[src/aesc_pkg.sv]
/*
  shared constants and types of the converter enable and soft reset control.
  assumes a single 25 MHz clock and a word-indexed plain register port.
*/
package aesc_pkg;
  // ---------------------------------------------
  // register offsets
  // ---------------------------------------------
  localparam int ADDR_W = 5;
  localparam logic [4:0] CTL_OFF = 5'h00;  // converter_control_zero
  localparam logic [4:0] ISTS_OFF = 5'h04; // sticky event status, read only
  localparam logic [4:0] ICLR_OFF = 5'h08; // write one to clear, reads zero
  localparam logic [4:0] IEN_OFF = 5'h0C;  // interrupt enable
  localparam logic [4:0] STAT_OFF = 5'h10; // live block state
  // ---------------------------------------------
  // control fields and reset value
  // ---------------------------------------------
  localparam logic [15:0] CTL_RST = 16'h0000;
  localparam logic [15:0] CTL_WMASK = 16'hFF00; // reserved low byte
  localparam logic [1:0] ACC_NONE = 2'h0;  // no path to flow register
  localparam logic [1:0] ACC_INT = 2'h1;   // internal interface only
  localparam logic [1:0] ACC_BUS = 2'h2;   // data bus only
  localparam logic [1:0] ACC_BOTH = 2'h3;  // both paths
  typedef struct packed {
    logic en;         // 15 converter enable
    logic sr;         // 14 soft_reset_request
    logic frz;        // 13 freeze_halt_select
    logic wai;        // 12 wait_halt_select
    logic [1:0] acc;  // 11:10 flow_reg_access_cfg
    logic str;        // 9 abort_result_store
    logic mode;       // 8 flow_mode_select
    logic [7:0] rsvd; // reads zero
  } aesc_ctl_t;
  // ---------------------------------------------
  // events and timing
  // ---------------------------------------------
  localparam int EV_W = 4;
  localparam int EV_SEVERE = 0;
  localparam int EV_SRDONE = 1;
  localparam int EV_READY = 2;
  localparam int EV_DISDONE = 3;
  localparam int CLK_NS = 40;
  localparam int T_DISABLE_NS = 1000; // longest disable latency
  localparam int T_REC_NS = 400;      // least recovery after enable
  localparam int DIS_CYC = T_DISABLE_NS / CLK_NS;
  localparam int REC_CYC = (T_REC_NS + CLK_NS - 1) / CLK_NS;
  localparam int SRST_CYC = 2;
  typedef enum logic [2:0] {PH_OFF, PH_DISABLING, PH_RECOVER, PH_READY, PH_SRESET} aesc_phase_t;
endpackage

[src/aesc_control.sv]
/*
  enable, abort, recovery, soft reset and halt control of a list-based
  converter, with its control register and event interrupt.
  assumes sequencer signals share the clock and the plain register port
  never issues read and write strobes together.
*/
// Operation
// [RULE1] enable, reset, halt selects writable anytime
// [RULE2] flow fields writable only disabled or special
// [RULE3] enable powers converter; clearing aborts sequence
// [RULE4] disable discards pending and current results
// [RULE5] enable bit locks configuration fields
// [RULE6] no re-enable until disable work ends
// [RULE7] recovery interval before first triggered conversion
// [RULE8] soft reset clears flags, idles machine
// [RULE9] soft reset clears indices and list selects
// [RULE10] severe error stops converter until reset
// [RULE11] soft reset bit sticky until completion
// [RULE12] freeze select halts at next boundary
// [RULE13] wait select halts at next boundary
// [RULE14] flow mode: restart or trigger mode
// [RULE15] two-bit flow register access path select
// [RULE16] latency and recovery as parameterised counts
// [RULE17] control register readable at any time
`timescale 1ns/1ps
`default_nettype none
module aesc_control #(
  parameter int DIS_CYCLES = aesc_pkg::DIS_CYC,
  parameter int REC_CYCLES = aesc_pkg::REC_CYC
) (
  input wire logic clock,
  input wire logic resetn,
  input wire logic [aesc_pkg::ADDR_W-1:0] regAddr,
  input wire logic [15:0] regWdata,
  input wire logic regWr,
  input wire logic regRd,
  output logic [15:0] regRdata,
  input wire logic specialModeAccess,
  input wire logic severeErr,
  input wire logic convBusy,
  input wire logic convBoundary,
  input wire logic trigger,
  input wire logic freezeMode,
  input wire logic waitMode,
  output logic analogPowerEn,
  output logic abortSeq,
  output logic discardResults,
  output logic softResetStrobe,
  output logic launchConv,
  output logic haltConv,
  output logic flowModeSelect,
  output logic abortResultStore,
  output logic [1:0] flowRegAccessCfg,
  output logic irq
);
  // ---------------------------------------------
  // parameter checks
  // ---------------------------------------------
  // counters are eight bits wide and load at least one
  if (DIS_CYCLES < 1 || DIS_CYCLES > 255 || REC_CYCLES < 1 || REC_CYCLES > 255) begin : gBad
    $error("cycle counts must lie in 1..255");
  end

  // ---------------------------------------------
  // state
  // ---------------------------------------------
  typedef struct packed {
    aesc_pkg::aesc_phase_t phase; // enable sequence phase
    aesc_pkg::aesc_ctl_t ctl;     // control register
    logic [7:0] cnt;              // phase timer
    logic severe;                 // converter inoperative
    logic [aesc_pkg::EV_W-1:0] ists; // sticky events
    logic [aesc_pkg::EV_W-1:0] ien;  // event enables
    logic power;
    logic abortP;
    logic discardP;
    logic srP;
    logic launch;
    logic halt;
    logic irq;
    logic [15:0] rdata;
  } aesc_state_t;

  aesc_state_t state_reg;
  aesc_state_t state_next;
  aesc_pkg::aesc_ctl_t wctl; // write data seen as fields
  logic ctlWr;               // write to control register
  logic haltReq;             // a low-power mode asks for a halt
  logic [aesc_pkg::EV_W-1:0] ev; // events raised this cycle

  assign wctl = aesc_pkg::aesc_ctl_t'(regWdata & aesc_pkg::CTL_WMASK);
  assign ctlWr = regWr && (regAddr == aesc_pkg::CTL_OFF);

  // ---------------------------------------------
  // next state
  // ---------------------------------------------
  always_comb begin
    state_next = state_reg;
    ev = '0;
    // one-cycle strobes fall by default
    state_next.abortP = 1'b0;
    state_next.discardP = 1'b0;
    state_next.srP = 1'b0;
    state_next.launch = 1'b0;
    // control write
    if (ctlWr) begin
      // [RULE1] anytime bits
      state_next.ctl.en = wctl.en;
      state_next.ctl.frz = wctl.frz;
      state_next.ctl.wai = wctl.wai;
      // [RULE11] sticky request bit
      if (wctl.sr) begin
        state_next.ctl.sr = 1'b1;
      end
      // [RULE2] locked flow fields
      // [RULE5] enable gates writes
      if (!state_reg.ctl.en || specialModeAccess) begin
        state_next.ctl.mode = wctl.mode;
        state_next.ctl.str = wctl.str;
        state_next.ctl.acc = wctl.acc;
      end
    end
    // enable register write
    if (regWr && regAddr == aesc_pkg::IEN_OFF) begin
      state_next.ien = regWdata[aesc_pkg::EV_W-1:0];
    end
    // severe error latches; converter stays dead
    if (severeErr && !state_reg.severe) begin
      ev[aesc_pkg::EV_SEVERE] = 1'b1;
    end
    // enable sequence
    case (state_reg.phase)
      aesc_pkg::PH_OFF: begin
        // [RULE16] recovery count loads
        if (state_reg.ctl.en && !state_reg.ctl.sr) begin
          state_next.phase = aesc_pkg::PH_RECOVER;
          state_next.cnt = 8'(REC_CYCLES);
        end
      end
      aesc_pkg::PH_RECOVER, aesc_pkg::PH_READY: begin
        if (!state_reg.ctl.en) begin
          // [RULE3] abort on disable
          // [RULE4] discard results
          state_next.phase = aesc_pkg::PH_DISABLING;
          state_next.cnt = 8'(DIS_CYCLES);
          state_next.abortP = 1'b1;
          state_next.discardP = 1'b1;
        end else if (state_reg.phase == aesc_pkg::PH_RECOVER) begin
          // [RULE7] hold launch until recovered
          if (state_reg.cnt == 8'h01) begin
            state_next.phase = aesc_pkg::PH_READY;
            ev[aesc_pkg::EV_READY] = 1'b1;
          end else begin
            state_next.cnt = state_reg.cnt - 8'h01;
          end
        end
      end
      aesc_pkg::PH_DISABLING: begin
        // [RULE6] stay off until work ends
        // bounded even if the sequencer never drops busy
        if (!convBusy || state_reg.cnt == 8'h01) begin
          state_next.phase = aesc_pkg::PH_OFF;
          ev[aesc_pkg::EV_DISDONE] = 1'b1;
        end else begin
          state_next.cnt = state_reg.cnt - 8'h01;
        end
      end
      aesc_pkg::PH_SRESET: begin
        // [RULE11] hardware clears on completion
        if (state_reg.cnt == 8'h01) begin
          state_next.phase = aesc_pkg::PH_OFF;
          // a request written in the finishing cycle wins over the clear
          state_next.ctl.sr = ctlWr && wctl.sr;
          state_next.severe = 1'b0;
          ev[aesc_pkg::EV_SRDONE] = 1'b1;
        end else begin
          state_next.cnt = state_reg.cnt - 8'h01;
        end
      end
      default: begin
        state_next.phase = aesc_pkg::PH_OFF;
      end
    endcase
    // [RULE8] soft reset idles the enable sequence
    // [RULE9] strobe clears indices, list selects
    if (state_reg.ctl.sr && state_reg.phase != aesc_pkg::PH_SRESET) begin
      state_next.phase = aesc_pkg::PH_SRESET;
      state_next.cnt = 8'(aesc_pkg::SRST_CYC);
      state_next.srP = 1'b1;
    end
    // a new severe error beats the clear at reset end
    if (severeErr) begin
      state_next.severe = 1'b1;
    end
    // [RULE3] power follows enabled phases
    state_next.power = (state_next.phase == aesc_pkg::PH_RECOVER) || (state_next.phase == aesc_pkg::PH_READY);
    // [RULE12] freeze halt select
    // [RULE13] wait halt select
    if (!haltReq) begin
      state_next.halt = 1'b0;
    end else if (convBoundary || !convBusy) begin
      state_next.halt = 1'b1;
    end
    // [RULE10] no launch while inoperative
    // [RULE7] only once recovered
    state_next.launch = trigger && state_reg.phase == aesc_pkg::PH_READY && state_reg.ctl.en
                        && !state_reg.severe && !state_reg.halt && !state_reg.ctl.sr;
    // status: set wins over a clear in the same cycle
    if (regWr && regAddr == aesc_pkg::ICLR_OFF) begin
      state_next.ists = state_reg.ists & ~regWdata[aesc_pkg::EV_W-1:0];
    end
    state_next.ists = state_next.ists | ev;
    state_next.irq = |(state_next.ists & state_next.ien);
    // [RULE17] read data, one cycle only
    state_next.rdata = 16'h0000;
    if (regRd) begin
      case (regAddr)
        aesc_pkg::CTL_OFF: state_next.rdata = state_reg.ctl;
        aesc_pkg::ISTS_OFF: state_next.rdata = 16'(state_reg.ists);
        aesc_pkg::IEN_OFF: state_next.rdata = 16'(state_reg.ien);
        aesc_pkg::STAT_OFF: state_next.rdata = {11'h000, state_reg.halt, state_reg.severe,
                                                state_reg.phase};
        default: state_next.rdata = 16'h0000;
      endcase
    end
  end

  // halt wanted by a low-power mode whose select is set
  assign haltReq = (freezeMode && state_reg.ctl.frz) || (waitMode && state_reg.ctl.wai);

  // ---------------------------------------------
  // state register
  // ---------------------------------------------
  always_ff @(posedge clock) begin
    if (!resetn) begin
      state_reg <= '0;
      state_reg.phase <= aesc_pkg::PH_OFF;
      state_reg.ctl <= aesc_pkg::aesc_ctl_t'(aesc_pkg::CTL_RST);
    end else begin
      state_reg <= state_next;
    end
  end

  // ---------------------------------------------
  // outputs, all from flops
  // ---------------------------------------------
  assign regRdata = state_reg.rdata;
  assign analogPowerEn = state_reg.power;
  assign abortSeq = state_reg.abortP;
  assign discardResults = state_reg.discardP;
  assign softResetStrobe = state_reg.srP;
  assign launchConv = state_reg.launch;
  assign haltConv = state_reg.halt;
  // [RULE14] 0 restart, 1 trigger mode
  assign flowModeSelect = state_reg.ctl.mode;
  assign abortResultStore = state_reg.ctl.str;
  // [RULE15] none, internal, bus, both
  assign flowRegAccessCfg = state_reg.ctl.acc;
  assign irq = state_reg.irq;

  logic phReady;
  logic phRec;
  logic phDis;
  assign phReady = state_reg.phase == aesc_pkg::PH_READY;
  assign phRec = state_reg.phase == aesc_pkg::PH_RECOVER;
  assign phDis = state_reg.phase == aesc_pkg::PH_DISABLING;
endmodule
`default_nettype wire

[config.mk]
export PLATFORM = sky130hd
export DESIGN_NAME = aesc_control
export DESIGN_NICKNAME = d
export VERILOG_FILES = /design/src/aesc_pkg.sv /design/src/aesc_control.sv
export SDC_FILE = /design/constraint.sdc
export NUM_CORES = 1
export LEC_CHECK = 0
export BUFFER_PORTS_ARGS = -buffer_cell sky130_fd_sc_hd__clkbuf_2
export CORE_UTILIZATION = 52
export DETAILED_ROUTE_END_ITERATION = 16
export PLACE_DENSITY = 0.82
export RECOVER_POWER = 25
export SYNTH_ARGS = -nofsm -noshare
export SYNTH_HDL_FRONTEND = slang
export SYNTH_SLANG_ARGS = --single-unit
export TNS_END_PERCENT = 50
[constraint.sdc]
create_clock -name clock -period 2.52 [get_ports clock]
set_input_delay 0.252 -clock clock [delete_from_list [all_inputs] [get_ports clock]]
set_output_delay 0.252 -clock clock [all_outputs]
set_load 0.02 [all_outputs]
==> results.cfg <==
[run_status]
status = finished, final reports clean

[synth]
synth_top_family_by_area = simple AND/OR/NAND/NOR gates
postSynthAreaPerCell_um2 = 9.196
synth_xor_area_share_pct = 1.162
synthesis.instances = 246
seq_area_frac_synth_pct = 41.59
synthMuxAreaShare_pct = 7.522
synth_fa_ha_area_share_pct = 1.106
synth_compound_area_share_pct = 16.59
synthTopCellsByArea = dfxtp_1 42%, buf_4 6.3%, mux2i_1 4.9%
synth_edf_count = 0
async_reset_ff_share_pct = 0
post-synth-top-area-cell = dfxtp_1
synth_top_area_share_pct = 41.59
syn-cell-area_um2 = 2262
yosys_warnings = 0
ys_seq_elements = 47
synth.distinct_cells = 57
synthFlopType = dfxtp_1
yosys.area_share.simple_pct = 21.68

[layout]
utilization_pct = 61.85
fillerInstances = 360
n_antenna_cell = 0
stdcell_count = 333
nets = 316
drive_gt1_share_pct = 21.91
synthToLayoutAreaGrowth_pct = 11.73
ff_latch_area_um2 = 940.9
largest_reg_flops = 24
multi_input_area_um2 = 1099

[timing]
tns_ps = 0
skew_ps = 9.058
min_period_over_period_pct = 80.28
worst-slew-pin-transition_ps = 700.4
fin_crit_ps = 2023
timing.fmax_mhz = 494.3
rsz0062_at_grt = no
finalHoldViolCount = 0
report.final.slew_viol_count = 0
report.final.setup_viol = 0
hold_slack_ps = 174.5
maxSlewHeadroom_pct = 53.26

[drt]
drt_iter0_markers = 135
drc = 0
wl_per_cell_um = 14.99
avgViaCountPerCell = 5.550
first_pass_iters = 4
routed_wl_um = 4993
vias = 1848
antenna_left = 0

[clock_network]
cts_setup_buffers = 0
cts_sinks = 47
cts_tree = built
ctsHoldBuffers = 0
clk_latency_ps = 310
htreeDepth = 2
clock_path_buffers = 2
cts_resized = 0
clk_pin_slew_ps = 90
clockRootBuffer = clkbuf_8
cts_buffers = 5

[critical_path]
worstPathArrival_ps = 2260
worst_path_most_repeated_cell = nand2_1
reg2reg_from = state_reg[58]
r2r_cells = 5
max_stage_delay_ps = 600
worst-path-stages = 5
critical_path_class = register to register
crit_chain = or3b_2, nand2_1, nand2_1, or3_1, o22ai_1
cp-startpoint = state_reg[58]
required_ps = 2760
crit_family = simple AND/OR/NAND/NOR gates
start_kind = register
cp_max_fo = 14
crit_path_end = state_reg[38]
critPathBufInv = 0
ff2ff_setup_slack_ps = 500
r2r-end = state_reg[38]
endpoint_kind = register
slowest_stage = dfxtp_1

[power_and_ir_drop]
vdd_drop_max_mv = 0.2928
p_leak_nw = 1.111
power.total_w = 0.001432
pwr_density_cell_nw_per_um2 = 566.4

[grt]
first_global_vias = 1670
grt_overflow = 0
gr-usage-all-layers_pct = 23.87
grt_pass1_wl_um = 8162
grt_max_degree = 23
antenna_found_initial = 0

[die]
core-area_um2 = 4086
initial_core_util_pct = 55.36
ios = 59
dieArea_um2 = 4618
die_w_um = 67.96
die_h_um = 67.96
rows = 23

[placement]
dp_hpwl_um = 3530
portBuffers = 51
gp_congestion = 0.8674
placedCellCount = 325

[hold_path]
hp-class = input port to register

[run]
drv_cap = 0
## layer usage
| layer | wire length, um | vias to the layer above | global-route usage [%] |
|---|---|---|---|
| met2 | 2457 | 51 | 38.85 |
| met5 | 0 | - | 0 |
| met1 | 2180 | 877 | 30.58 |
| met4 | 68 | 0 | 9.375 |
| li1 | - | 913 | - |
| met3 | 286 | 7 | 5.000 |
## worst reg2reg max path, stage by stage, from the launching register on
cell and delay [ps]:
dfxtp_1 600, or3b_2 540, nand2_1 160, nand2_1 150, or3_1 370, o22ai_1 140
## area by class of cell
cell class	instances	area share, %
clock buffers	5	2.723
clock inverters	3	1.832
inverters	12	1.782
multi-input cells	161	43.47
flip-flops and latches	47	37.23
well taps	50	2.475
repair buffers	55	10.50
## cell usage in the layout, fill, tap and decap left out, types with 3 or more instances in the layout
cell	n
o31ai_1	3
or3_1	4
nand4_1	3
o21ai_0	5
nand2_1	15
a21oi_1	11
inv_1	12
nand3_1	3
clkbuf_2	35
and2_1	8
mux2_2	4
clkbuf_1	16
conb_1	3
nor3_1	6
mux2i_1	11
buf_4	4
a21boi_0	5
dfxtp_1	47
nand2b_1	8
a22oi_1	5
clkbuf_8	5
nor2_1	23
## worst min path at each step
stage	cells after the start	to	start	slack, ps
6_report	3	flowRegAccessCfg[0]	regWdata[10]	170
5_1_grt	3	state_reg[54]	regWdata[14]	170
4_1_cts	3	state_reg[54]	regWdata[14]	160
3_5_place_dp	1	regRdata[13]	state_reg[53]	470
3_3_place_gp	1	regRdata[13]	state_reg[53]	460
2_1_floorplan	1	regRdata[15]	regAddr[4]	330
## cells by family (layout without fill, tap and decap cells)
kind of cell	Yosys count	after routing
buffers and inverters	40	75
and+or+nand+nor	86	86
adders and majority gates	2	2
other	1	3
xor gates and xnor gates	3	3
AOI/OAI and AO/OA	51	51
muxes	16	16
DFF	47	47
## cell usage after synthesis, types with 2 or more instances
master,number
a22oi_1,5
inv_1,12
a21oi_1,11
ha_1,2
nand3_1,3
o22ai_1,2
nor3b_1,2
dfxtp_1,47
nor4_1,2
mux2i_1,11
nand2b_1,8
o21ai_0,5
nand3b_1,2
a31oi_1,2
o21a_1,2
a21boi_0,5
a21o_1,2
o31ai_1,3
mux2_2,4
xnor2_1,2
or3_1,4
nor3_1,6
nand4_1,3
nand2_1,15
and2_1,8
nor2_1,23
clkbuf_1,7
buf_4,19
## through the flow
step | instance area, um^2 | worst slack (ps)
after floorplan | 2270 | 733.3
after global placement | 2432 | 542.4
after detailed placement | 2432 | 525.7
after CTS | 2547 | 518.8
after global routing | 2527 | 353.5
final | 2527 | 496.9
## where the power goes
part,internal [W],total [W],leakage (nW),switching (W)
Combinational,0.0000436,0.000102,0.677,0.0000580
Clock,0.000299,0.000575,0.0548,0.000276
Sequential,0.000748,0.000755,0.379,0.00000639
Total,0.00109,0.00143,1.11,0.000340
Note: power is estimated with default switching activity, not from simulation.
